--- src/term_rx_pkg.sv ---
// Shared codes, levels and parser states for the terminal receive block.
// Assumes 8-bit characters from an external receiver on the same clock.
package term_rx_pkg;
  localparam logic [7:0] CH_ESC    = 8'h1B;
  localparam logic [7:0] CH_XOFF   = 8'h13;
  localparam logic [7:0] CH_XON    = 8'h11;
  localparam logic [7:0] CH_SLASH  = 8'h2F;
  localparam logic [7:0] CH_UP     = 8'h41;
  localparam logic [7:0] CH_DOWN   = 8'h42;
  localparam logic [7:0] CH_RIGHT  = 8'h43;
  localparam logic [7:0] CH_LEFT   = 8'h44;
  localparam logic [7:0] CH_GFX_ON = 8'h46;
  localparam logic [7:0] CH_GFX_OF = 8'h47;
  localparam logic [7:0] CH_HOME   = 8'h48;
  localparam logic [7:0] CH_RLF    = 8'h49;
  localparam logic [7:0] CH_ERA_SC = 8'h4A;
  localparam logic [7:0] CH_ERA_LN = 8'h4B;
  localparam logic [7:0] CH_ADDR   = 8'h59;
  localparam logic [7:0] CH_IDENT  = 8'h5A;
  localparam logic [7:0] CH_KP_ALT = 8'h3D;
  localparam logic [7:0] CH_KP_NUM = 8'h3E;
  localparam logic [7:0] CH_ANSI   = 8'h3C;
  localparam logic [7:0] ADDR_BIAS = 8'h1F;
  localparam logic [6:0] RX_FULL   = 7'h40;
  localparam logic [6:0] XOFF_LVL  = 7'h20;
  localparam logic [6:0] XON_LVL   = 7'h10;
  localparam logic [2:0] KBD_FULL  = 3'h4;
  localparam logic [1:0] ID_LEN    = 2'h3;
  localparam logic [4:0] ROW_TOP   = 5'h01;
  localparam logic [4:0] ROW_BOT   = 5'h18;
  localparam logic [6:0] COL_LEFT  = 7'h01;
  localparam logic [6:0] COL_RIGHT = 7'h50;
  typedef enum logic [4:0] {
    ST_NORMAL = 5'h01,
    ST_ESC    = 5'h02,
    ST_ROW    = 5'h04,
    ST_COL    = 5'h08,
    ST_ANSI   = 5'h10
  } parse_state_t;
endpackage

--- src/legacy_escape_rx_flow_control.sv ---
// Receive buffer, legacy escape interpreter and XON/XOFF flow control.
// Assumes receiver, transmitter and keyboard strobes come from logic on i_clk.
`timescale 1ns/100ps
module legacy_escape_rx_flow_control (
  input  logic       i_clk,
  input  logic       i_rst,
  input  logic       i_rx_valid,
  input  logic [7:0] i_rx_data,
  input  logic       i_tx_ready,
  input  logic       i_key_valid,
  input  logic [7:0] i_key_data,
  input  logic       i_hold_key,
  input  logic       i_automatic_flow_control,
  input  logic       i_setup_mode,
  input  logic       i_flush_req,
  input  logic       i_flush_done,
  output logic       o_tx_valid,
  output logic [7:0] o_tx_data,
  output logic       o_char_valid,
  output logic [7:0] o_char_data,
  output logic [4:0] o_cursor_row,
  output logic [6:0] o_cursor_col,
  output logic       o_glyph_graphics,
  output logic       o_alt_keypad,
  output logic       o_ansi_mode,
  output logic       o_erase_screen,
  output logic       o_erase_line,
  output logic       o_scroll_down,
  output logic       o_error_glyph,
  output logic       o_keyboard_locked_indicator,
  output logic       o_key_click_en
);
  logic [7:0] rx_mem [64];
  logic [5:0] wr_ptr_q, wr_ptr_d, rd_ptr_q, rd_ptr_d;
  logic [6:0] cnt_q, cnt_d;
  logic       flush_q, flush_d;
  term_rx_pkg::parse_state_t st_q, st_d;
  logic [4:0] row_q, row_d, row_tmp_q, row_tmp_d, row_pick;
  logic [6:0] col_q, col_d, col_pick;
  logic       gfx_q, gfx_d, alt_q, alt_d, ansi_q, ansi_d;
  logic       chv_q, chv_d, era_s_q, era_s_d, era_l_q, era_l_d;
  logic       scr_q, scr_d, err_q, err_d, id_req_q, id_req_d;
  logic [7:0] ch_q, ch_d, rx_head, addr_v;
  logic       rx_ok, push, pop;

  // Flow codes are acted on at arrival and never enter the buffer.
  assign rx_ok   = i_rx_valid && i_rx_data != term_rx_pkg::CH_XOFF && i_rx_data != term_rx_pkg::CH_XON;
  assign push    = rx_ok && cnt_q != term_rx_pkg::RX_FULL && !flush_q;
  assign pop     = cnt_q != 7'h00 && !i_setup_mode && !flush_q;
  assign rx_head = rx_mem[rd_ptr_q];
  assign addr_v  = rx_head - term_rx_pkg::ADDR_BIAS;
  assign row_pick = (rx_head <= term_rx_pkg::ADDR_BIAS) ? term_rx_pkg::ROW_TOP :
                    (addr_v > {3'h0, term_rx_pkg::ROW_BOT}) ? term_rx_pkg::ROW_BOT : addr_v[4:0];
  assign col_pick = (rx_head <= term_rx_pkg::ADDR_BIAS) ? term_rx_pkg::COL_LEFT :
                    (addr_v > {1'h0, term_rx_pkg::COL_RIGHT}) ? term_rx_pkg::COL_RIGHT : addr_v[6:0];

  always_comb begin
    {wr_ptr_d, rd_ptr_d, cnt_d} = {wr_ptr_q, rd_ptr_q, cnt_q};
    {flush_d, gfx_d, alt_d, ansi_d} = {flush_q, gfx_q, alt_q, ansi_q};
    st_d = st_q;
    {row_d, col_d, row_tmp_d, ch_d} = {row_q, col_q, row_tmp_q, ch_q};
    {chv_d, era_s_d, era_l_d, scr_d, id_req_d} = 5'h00;
    err_d = rx_ok && cnt_q == term_rx_pkg::RX_FULL && !flush_q;
    if (pop) begin
      rd_ptr_d = rd_ptr_q + 6'h01;
      cnt_d = cnt_q - 7'h01;
      case (st_q)
        term_rx_pkg::ST_NORMAL: begin
          if (rx_head == term_rx_pkg::CH_ESC) begin
            st_d = term_rx_pkg::ST_ESC;
          end else begin
            chv_d = 1'b1;
            ch_d = rx_head;
          end
        end
        term_rx_pkg::ST_ESC: begin
          st_d = term_rx_pkg::ST_NORMAL;
          case (rx_head)
            term_rx_pkg::CH_UP:     if (row_q > term_rx_pkg::ROW_TOP) row_d = row_q - 5'h01;
            term_rx_pkg::CH_DOWN:   if (row_q < term_rx_pkg::ROW_BOT) row_d = row_q + 5'h01;
            term_rx_pkg::CH_RIGHT:  if (col_q < term_rx_pkg::COL_RIGHT) col_d = col_q + 7'h01;
            term_rx_pkg::CH_LEFT:   if (col_q > term_rx_pkg::COL_LEFT) col_d = col_q - 7'h01;
            term_rx_pkg::CH_GFX_ON: gfx_d = 1'b1;
            term_rx_pkg::CH_GFX_OF: gfx_d = 1'b0;
            term_rx_pkg::CH_HOME: begin
              row_d = term_rx_pkg::ROW_TOP;
              col_d = term_rx_pkg::COL_LEFT;
            end
            term_rx_pkg::CH_RLF: begin
              if (row_q == term_rx_pkg::ROW_TOP) scr_d = 1'b1;
              else row_d = row_q - 5'h01;
            end
            term_rx_pkg::CH_ERA_SC: era_s_d = 1'b1;
            term_rx_pkg::CH_ERA_LN: era_l_d = 1'b1;
            term_rx_pkg::CH_ADDR:   st_d = term_rx_pkg::ST_ROW;
            term_rx_pkg::CH_IDENT:  id_req_d = 1'b1;
            term_rx_pkg::CH_KP_ALT: alt_d = 1'b1;
            term_rx_pkg::CH_KP_NUM: alt_d = 1'b0;
            term_rx_pkg::CH_ANSI: begin
              st_d = term_rx_pkg::ST_ANSI;
              ansi_d = 1'b1;
            end
            // Unlisted escape codes fall here and return the parser to ST_NORMAL.
            default: st_d = term_rx_pkg::ST_NORMAL;
          endcase
        end
        term_rx_pkg::ST_ROW: begin
          row_tmp_d = row_pick;
          st_d = term_rx_pkg::ST_COL;
        end
        term_rx_pkg::ST_COL: begin
          row_d = row_tmp_q;
          col_d = col_pick;
          st_d = term_rx_pkg::ST_NORMAL;
        end
        term_rx_pkg::ST_ANSI: begin
          // The ANSI parser downstream sees every character.
          chv_d = 1'b1;
          ch_d = rx_head;
        end
        default: st_d = term_rx_pkg::ST_NORMAL;
      endcase
    end
    if (push) begin
      wr_ptr_d = wr_ptr_q + 6'h01;
      cnt_d = cnt_d + 7'h01;
    end
    if (i_flush_req) flush_d = 1'b1;
    if (i_flush_done) flush_d = 1'b0;
    if (i_flush_req || flush_q) begin
      wr_ptr_d = 6'h00;
      rd_ptr_d = 6'h00;
      cnt_d = 7'h00;
    end
  end

  always_ff @(posedge i_clk) begin
    if (push) rx_mem[wr_ptr_q] <= i_rx_data;
  end

  always_ff @(posedge i_clk) begin
    if (i_rst) begin
      {wr_ptr_q, rd_ptr_q, cnt_q} <= 19'h00000;
      st_q <= term_rx_pkg::ST_NORMAL;
      {row_q, col_q, row_tmp_q} <= {term_rx_pkg::ROW_TOP, term_rx_pkg::COL_LEFT, term_rx_pkg::ROW_TOP};
      ch_q <= 8'h00;
      {flush_q, gfx_q, alt_q, ansi_q, chv_q, era_s_q, era_l_q, scr_q, err_q, id_req_q} <= 10'h000;
    end else begin
      {wr_ptr_q, rd_ptr_q, cnt_q} <= {wr_ptr_d, rd_ptr_d, cnt_d};
      st_q <= st_d;
      {row_q, col_q, row_tmp_q, ch_q} <= {row_d, col_d, row_tmp_d, ch_d};
      {flush_q, gfx_q, alt_q, ansi_q, chv_q} <= {flush_d, gfx_d, alt_d, ansi_d, chv_d};
      {era_s_q, era_l_q, scr_q, err_q, id_req_q} <= {era_s_d, era_l_d, scr_d, err_d, id_req_d};
    end
  end

  logic [7:0] kbd_mem [4];
  logic [1:0] kbd_wr_q, kbd_wr_d, kbd_rd_q, kbd_rd_d, id_cnt_q, id_cnt_d;
  logic [2:0] kbd_cnt_q, kbd_cnt_d;
  logic       txv_q, txv_d, pend_q, pend_d, paused_q, paused_d;
  logic [7:0] txd_q, txd_d, pend_code_q, pend_code_d, id_char;
  logic       op_q, op_d, buf_q, buf_d, lock_q, lock_d, click_q, click_d, setup_q;
  logic       slot, key_in, kbd_pop, kbd_push, kbd_ovf, ctl_s, ctl_q;
  logic       op_set, op_clr, b_set, b_clr, xoff_req, xon_req;

  assign slot = !txv_q || i_tx_ready;
  assign id_char = (id_cnt_q == 2'h3) ? term_rx_pkg::CH_ESC :
                   (id_cnt_q == 2'h2) ? term_rx_pkg::CH_SLASH : term_rx_pkg::CH_IDENT;
  assign ctl_s  = i_key_valid && i_key_data == term_rx_pkg::CH_XOFF && i_automatic_flow_control;
  assign ctl_q  = i_key_valid && i_key_data == term_rx_pkg::CH_XON && i_automatic_flow_control;
  assign key_in = i_key_valid && !ctl_s && !ctl_q;
  assign op_set = i_automatic_flow_control && !op_q && (i_hold_key || ctl_s);
  assign op_clr = i_automatic_flow_control && op_q && (i_hold_key || ctl_q);
  assign b_set  = i_automatic_flow_control && !buf_q && cnt_q >= term_rx_pkg::XOFF_LVL && !flush_q;
  assign b_clr  = buf_q && cnt_q <= term_rx_pkg::XON_LVL && !flush_q && !i_flush_req;
  // Either hold alone owns the link; the other side adds no second code.
  assign xoff_req = (b_set && !op_q) || (op_set && !buf_q);
  assign xon_req  = (b_clr && !op_q) || (op_clr && !buf_q) ||
                    (i_flush_done && flush_q && i_automatic_flow_control && !op_q);

  always_comb begin
    kbd_wr_d = kbd_wr_q;
    kbd_rd_d = kbd_rd_q;
    kbd_cnt_d = kbd_cnt_q;
    id_cnt_d = id_cnt_q;
    txv_d = txv_q;
    txd_d = txd_q;
    pend_d = pend_q;
    pend_code_d = pend_code_q;
    paused_d = paused_q;
    op_d = op_q;
    buf_d = buf_q;
    lock_d = lock_q;
    kbd_pop = 1'b0;
    if (slot) begin
      txv_d = 1'b0;
      if (pend_q) begin
        txv_d = 1'b1;
        txd_d = pend_code_q;
        pend_d = 1'b0;
      end else if (!paused_q && id_cnt_q != 2'h0) begin
        txv_d = 1'b1;
        txd_d = id_char;
        id_cnt_d = id_cnt_q - 2'h1;
      end else if (!paused_q && kbd_cnt_q != 3'h0) begin
        txv_d = 1'b1;
        txd_d = kbd_mem[kbd_rd_q];
        kbd_pop = 1'b1;
      end
    end
    if (id_req_q && id_cnt_q == 2'h0) id_cnt_d = term_rx_pkg::ID_LEN;
    if (i_rx_valid && i_rx_data == term_rx_pkg::CH_XOFF) paused_d = 1'b1;
    if (i_rx_valid && i_rx_data == term_rx_pkg::CH_XON) paused_d = 1'b0;
    if (op_set) op_d = 1'b1;
    if (op_clr) op_d = 1'b0;
    if (b_set) buf_d = 1'b1;
    if (b_clr || i_flush_req || flush_q) buf_d = 1'b0;
    if (!i_automatic_flow_control) begin
      op_d = 1'b0;
      buf_d = 1'b0;
    end
    if (xoff_req) begin
      pend_d = 1'b1;
      pend_code_d = term_rx_pkg::CH_XOFF;
    end else if (xon_req) begin
      pend_d = 1'b1;
      pend_code_d = term_rx_pkg::CH_XON;
    end
    kbd_push = key_in && (kbd_cnt_q != term_rx_pkg::KBD_FULL || kbd_pop);
    kbd_ovf  = key_in && kbd_cnt_q == term_rx_pkg::KBD_FULL && !kbd_pop;
    if (kbd_push) kbd_wr_d = kbd_wr_q + 2'h1;
    if (kbd_pop) kbd_rd_d = kbd_rd_q + 2'h1;
    if (kbd_push && !kbd_pop) kbd_cnt_d = kbd_cnt_q + 3'h1;
    if (kbd_pop && !kbd_push) kbd_cnt_d = kbd_cnt_q - 3'h1;
    if (i_setup_mode != setup_q) lock_d = 1'b0;
    if (kbd_ovf) lock_d = 1'b1;
    click_d = !lock_d;
  end

  always_ff @(posedge i_clk) begin
    if (kbd_push) kbd_mem[kbd_wr_q] <= i_key_data;
  end

  always_ff @(posedge i_clk) begin
    if (i_rst) begin
      {kbd_wr_q, kbd_rd_q, kbd_cnt_q, id_cnt_q} <= 9'h000;
      {txd_q, pend_code_q} <= 16'h0000;
      {txv_q, pend_q, paused_q, op_q, buf_q, lock_q, setup_q} <= 7'h00;
      click_q <= 1'b1;
    end else begin
      {kbd_wr_q, kbd_rd_q, kbd_cnt_q, id_cnt_q} <= {kbd_wr_d, kbd_rd_d, kbd_cnt_d, id_cnt_d};
      {txd_q, pend_code_q} <= {txd_d, pend_code_d};
      {txv_q, pend_q, paused_q, op_q, buf_q, lock_q} <= {txv_d, pend_d, paused_d, op_d, buf_d, lock_d};
      {click_q, setup_q} <= {click_d, i_setup_mode};
    end
  end

  assign o_tx_valid = txv_q;
  assign o_tx_data = txd_q;
  assign o_char_valid = chv_q;
  assign o_char_data = ch_q;
  assign o_cursor_row = row_q;
  assign o_cursor_col = col_q;
  assign o_glyph_graphics = gfx_q;
  assign o_alt_keypad = alt_q;
  assign o_ansi_mode = ansi_q;
  assign o_erase_screen = era_s_q;
  assign o_erase_line = era_l_q;
  assign o_scroll_down = scr_q;
  assign o_error_glyph = err_q;
  assign o_keyboard_locked_indicator = lock_q;
  assign o_key_click_en = click_q;
endmodule

--- config.mk ---
export PLATFORM = sky130hd
export DESIGN_NAME = legacy_escape_rx_flow_control
export DESIGN_NICKNAME = d
export VERILOG_FILES = /design/src/term_rx_pkg.sv /design/src/legacy_escape_rx_flow_control.sv
export SDC_FILE = /design/constraint.sdc
export NUM_CORES = 1
export LEC_CHECK = 0
export BUFFER_PORTS_ARGS = -buffer_cell sky130_fd_sc_hd__buf_2
export CORE_MARGIN = 5
export CORE_UTILIZATION = 31
export CTS_CLUSTER_SIZE = 12
export DETAILED_ROUTE_END_ITERATION = 8
export HOLD_SLACK_MARGIN = 0.1
export PLACE_DENSITY = 0.42
export SKIP_CTS_REPAIR_TIMING = 1
export SLEW_MARGIN = 20
export SYNTH_ARGS = -nofsm -noshare
export SYNTH_HDL_FRONTEND = slang
export SYNTH_SLANG_ARGS = --single-unit
--- constraint.sdc ---
create_clock -name i_clk -period 5 [get_ports i_clk]
set_input_delay 0.5 -clock i_clk [delete_from_list [all_inputs] [get_ports i_clk]]
set_output_delay 0.5 -clock i_clk [all_outputs]
set_load 0.01 [all_outputs]
# == After elaboration in Yosys (flattened, before gate mapping) ==
# Memories as Yosys holds them, arrays and structs flattened. A register that Yosys moved wholly into a read port is not among the register bits.
# Cells that the tools add are included.
# totals
reg_bits,87
ram_bits,544
output_inout_bits,39
wordCells,262
mem_count,2
# classes
n_addsub,14
magnitude_cmp,9
n_eq_ne,45
mux,60
bitwise,5
n_reduce_logical,95
# memory_table
memory,words,width,read_ports,rd_clocked_by_memory_dff,wr,line_no,rtl
rx_mem,64,8,1,1,1,legacy_escape_rx_flow_control.sv:33,logic [7:0] rx_mem [64];
kbd_mem,4,8,1,1,1,legacy_escape_rx_flow_control.sv:157,logic [7:0] kbd_mem [4];
# op_table
op,count
"8-bit by 7-bit == test with 1-bit output, second input constant",12
7-bit 2-to-1 mux,8
1-bit logical AND,41
"8-bit by 5-bit == test with 1-bit output, second input constant",5
5-bit 2-to-1 mux,8
5-bit case mux with 4 select lines,2
8-bit 2-to-1 mux,4
"8-bit by 6-bit == test with 1-bit output, second input constant",3
7-bit case mux with 3 select lines,1
1-bit 2-to-1 mux,20
5-bit case mux with 2 select lines,2
"3-bit inequality test, second input constant",6
3-bit AND reduction,6
2-bit nonzero test,9
"8-bit by 5-bit inequality test with 1-bit output, second input constant",2
8-bit case mux with 2 select lines,1
"7-bit by 1-bit adder with 7-bit output, second input constant",2
7-bit case mux with 2 select lines,1
"7-bit by 1-bit subtractor with 7-bit output, second input constant",2
"6-bit by 1-bit adder with 6-bit output, second input constant",2
1-bit zero test,12
2-bit 2-to-1 mux,6
6-bit 2-to-1 mux,2
"5-bit by 1-bit == test with 1-bit output, second input constant",2
other kinds (42),69

# == Depth between registers and ports, before layout ==
# depth
word_depth,11
depth_mapped,20

# == Worst setup path before layout ==
# OpenSTA, ideal clock, no wires.
# synth_path
path_kind,register -> register
from,reg (tool-made name)
to,"reg col_q[3], in the netlist o_cursor_col[3]"
setup_time_ns,0.058
t_arrival_ns,3.845
setup_slack_ns,1.097
path_stages_with_launch,17
period_less_slack_ns,3.903
cell_sequence,dfxtp_1 -> buf_6 -> buf_8 -> buf_4 -> mux4_2 -> a22oi_1 -> o2111ai_1 -> a22oi_1 -> ha_1 -> clkbuf_1 -> nand2_1 -> or4b_4 -> nor3_1 -> a221oi_1 -> or2_1 -> a21oi_1 -> a211o_1
# synth_lines
element,line_no,rtl
to (signal assigned),legacy_escape_rx_flow_control.sv:145,"{row_q, col_q, row_tmp_q} <= {term_rx_pkg::ROW_TOP, term_rx_pkg::COL_LEFT, term_rx_pkg::ROW_TOP};"
to (signal assigned),legacy_escape_rx_flow_control.sv:151,"{row_q, col_q, row_tmp_q, ch_q} <= {row_d, col_d, row_tmp_d, ch_d};"
to (decl),legacy_escape_rx_flow_control.sv:39,"logic [6:0] col_q, col_d, col_pick;"

==> results.tsv <==
stage	metric	value	unit
synth	#FFs+latches synth	638	
drt	drt initial violations	1113	
sta	worst hold margin	121	ps
synth	synth top area cells	edfxtp_1 (62%), mux4_2 (10%), dfxtp_1 (7.1%), nor2_1 (2.5%), mux2i_1 (1.5%)	
sta	unrepaired setup endpoints after global routing	no	
synth	ys async rst share	0	%
clock_tree	Clock Sinks	638	
sta	Tcrit/Tclk final	93.8	%
floorplan	Die Area	0.0910	mm²
drt	DRT Pass-1 Iters	7	
worst_hold_path	Hold Path Class	in2reg	
floorplan	Initial Util	31.1	%
finish	Core Util, Final	36.4	%
synth	YS warnings	0	
power_and_ir_drop	Pwr Density	397	mW/mm²
run_status	status	complete, no violations	
power_and_ir_drop	Static Leakage	9.83	nW
floorplan	chip width	302	µm
finish	Area growth, synth to finish	17.0	%
global_route	initial antenna violation count	1	
global_route	vias in the first global route	15440	
sta	min Tclk post-route	4690	ps
finish	share of cells above drive strength 1	22.3	%
critical_path	Worst setup EP type	flop	
critical_path	CP max FO	26	
finish	register area	0.0182	mm²
synth	Synth top area share	62.0	%
floorplan	FP Rows	107	
clock_tree	htree depth	3	
clock_tree	clock buffer count from CTS	74	
drt	vias per inst	5.09	
synth	synthesized net count	1688	
drt	Routed Antenna Nets	0	
finish	Final Net Count	1830	
drt	final wirelength	76500	µm
placement	DPL Wire Length	51700	µm
sta	final setup vio count	0	
sta	fmax	213	MHz
synth	syn avg cell area	16.1	µm²
finish	commonest non-fill, non-tap cell in the layout	edfxtp_1	
power_and_ir_drop	peak supply drop	300	µV
critical_path	Crit Path Class	reg2reg	
drt	DRC Markers	0	
synth	prevailing post-synth register cell	edfxtp_1	
clock_tree	Max clock buf depth	3	
critical_path	Setup crit start kind	flop	
sta	final setup TNS	0	ps
global_route	pin count of the biggest net entering global routing	65	
sta	Worst slew margin	24.5	%
global_route	total track usage	16.7	%
clock_tree	Worst-Skew Late Latency	630	ps
sta	Clock Skew	29.8	ps
floorplan	die height	302	µm
placement	IO buf count	64	
critical_path	r2r setup slk	310	ps
clock_tree	CTS root buf	clkbuf_16	
critical_path	WP data required	5550	ps
drt	Vias	15167	
drt	post-DR wirelength/cell	25.7	µm
synth	EDFF count, synth	544	
clock_tree	CTS tree	built	
sta	pins over their slew limit	0	
global_route	GR Overflow Total	0	
clock_tree	clock transition at the registers of the reported paths	60	ps
placement	RD Place Congestion	0.820	
critical_path	worst path arrival time	5240	ps
floorplan	# IOs	65	
finish	fillers	8055	
synth	Mapped Area	0.0264	mm²
global_route	global-route wire length before repair	110000	µm
finish	area of the multi-input gates	0.00761	mm²
sta	endpoints failing hold	0	
floorplan	Core ar.	0.0847	mm²
finish	most frequent cells in the layout	edfxtp_1 (544), nor2_1 (175), mux4_2 (121)	
synth	register area share after synthesis	69.1	%
synth	leading area contributor after synthesis	edfxtp_1	
synth	synth unique cells	81	
synth	Post-Syn Instances	1638	
run	max cap viols	0	
sta	Worst Tran Pin Value	1120	ps
-- stage by stage --
stage / instance area [µm²] / instances / worst slack [ps] / power (mW)
floorplan: 26400 / 1638 / 1100 / 6.67
global placement: 28400 / 2844 / 416 / 7.06
detailed placement: 28400 / 2844 / 396 / 7.07
CTS: 30800 / 2976 / 349 / 12.4
global route: 30800 / 2980 / 160 / 12.8
finish: 30800 / 2981 / 312 / 12.3
-- routing by layer --
layer | wire length [µm] | track usage (%)
met1 | 33100 | 22.0
met2 | 37500 | 28.1
met3 | 4120 | 3.46
met4 | 1820 | 4.41
met5 | 0 | 0
-- synth_stat cells (all sizes together), types with 9 or more instances --
library cell,n
a22oi,20
a311oi,11
and2,14
nand3b,13
a21oi,43
edfxtp,544
nand3,37
nor2,178
nor4,12
o22ai,18
nand2,85
buf,44
inv,29
xnor2,22
mux4,125
dfxtp,94
a22o,9
nand4,10
nor3,32
or3,9
or2,11
mux2i,39
a211oi,13
o21ai,18
ha,23
a31oi,11
xor2,19
clkbuf,41
nor2b,12
-- registers in the layout, summed over array words and instances, names as in the netlist, 3 cells and up, named ones only --
signal and cells:
wr_ptr_q 6, rd_ptr_q 6, kbd_cnt_q 3, rx_mem 512
kbd_mem 32, st_q 5, o_cursor_row 5, cnt_q 7
row_tmp_q 5, o_char_data 8, o_tx_data 8, o_cursor_col 7
-- cell families (layout without fill, tap and decap cells) --
kind of cell               count (synthesis)  count (layout)  synth area share [%]
DFF                                      638             638                  69.1
and+or+nand+nor                          457             457                  8.56
AOI/OAI and AO/OA                        196             196                  5.36
muxes                                    167             167                  12.3
buffers and inverters                    115             313                  2.13
xor gates and xnor gates                  41              41                  1.36
adders and majority gates                 24              24                  1.17
other                                      0               1                     0
-- cell type report --
class / instances / area share [%]
repair buffers: 151 / 3.51
clock buffers: 93 / 6.34
diodes: 1 / 0.00811
well taps: 1144 / 4.64
flip-flops and latches: 638 / 59.1
clock inverters: 39 / 1.38
inverters: 30 / 0.365
multi-input cells: 885 / 24.7
-- path summary, 6_finish.rpt --
path	from	endpoint	cells after the start
worst max-delay path	flop	o_cursor_col[3]	14
worst min-delay path	i_key_data[3]	kbd_mem[2][3]	1
worst max register to register	flop	o_cursor_col[3]	14
worst min register to register	o_ansi_mode	o_ansi_mode	2
-- report_power, final --
group / internal (mW) / switching, mW / total (mW) / leakage, nW
Clock: 3.19 / 2.13 / 5.32 / 1.16
Combinational: 0.388 / 0.594 / 0.982 / 3.00
Sequential: 5.88 / 0.0746 / 5.95 / 5.66
-- worst max-delay path, stage by stage, from the launching register on --
cell	delay, ps
dfxtp_2	850
buf_4	310
mux4_2	340
o22ai_1	470
nor3b_1	120
a21oi_1	450
buf_12	190
ha_1	190
nand2_1	60
or4b_4	590
o41ai_1	310
a221oi_1	150
or2_1	250
a21oi_1	180
a211o_1	150
(Power assumes the default switching activity.)
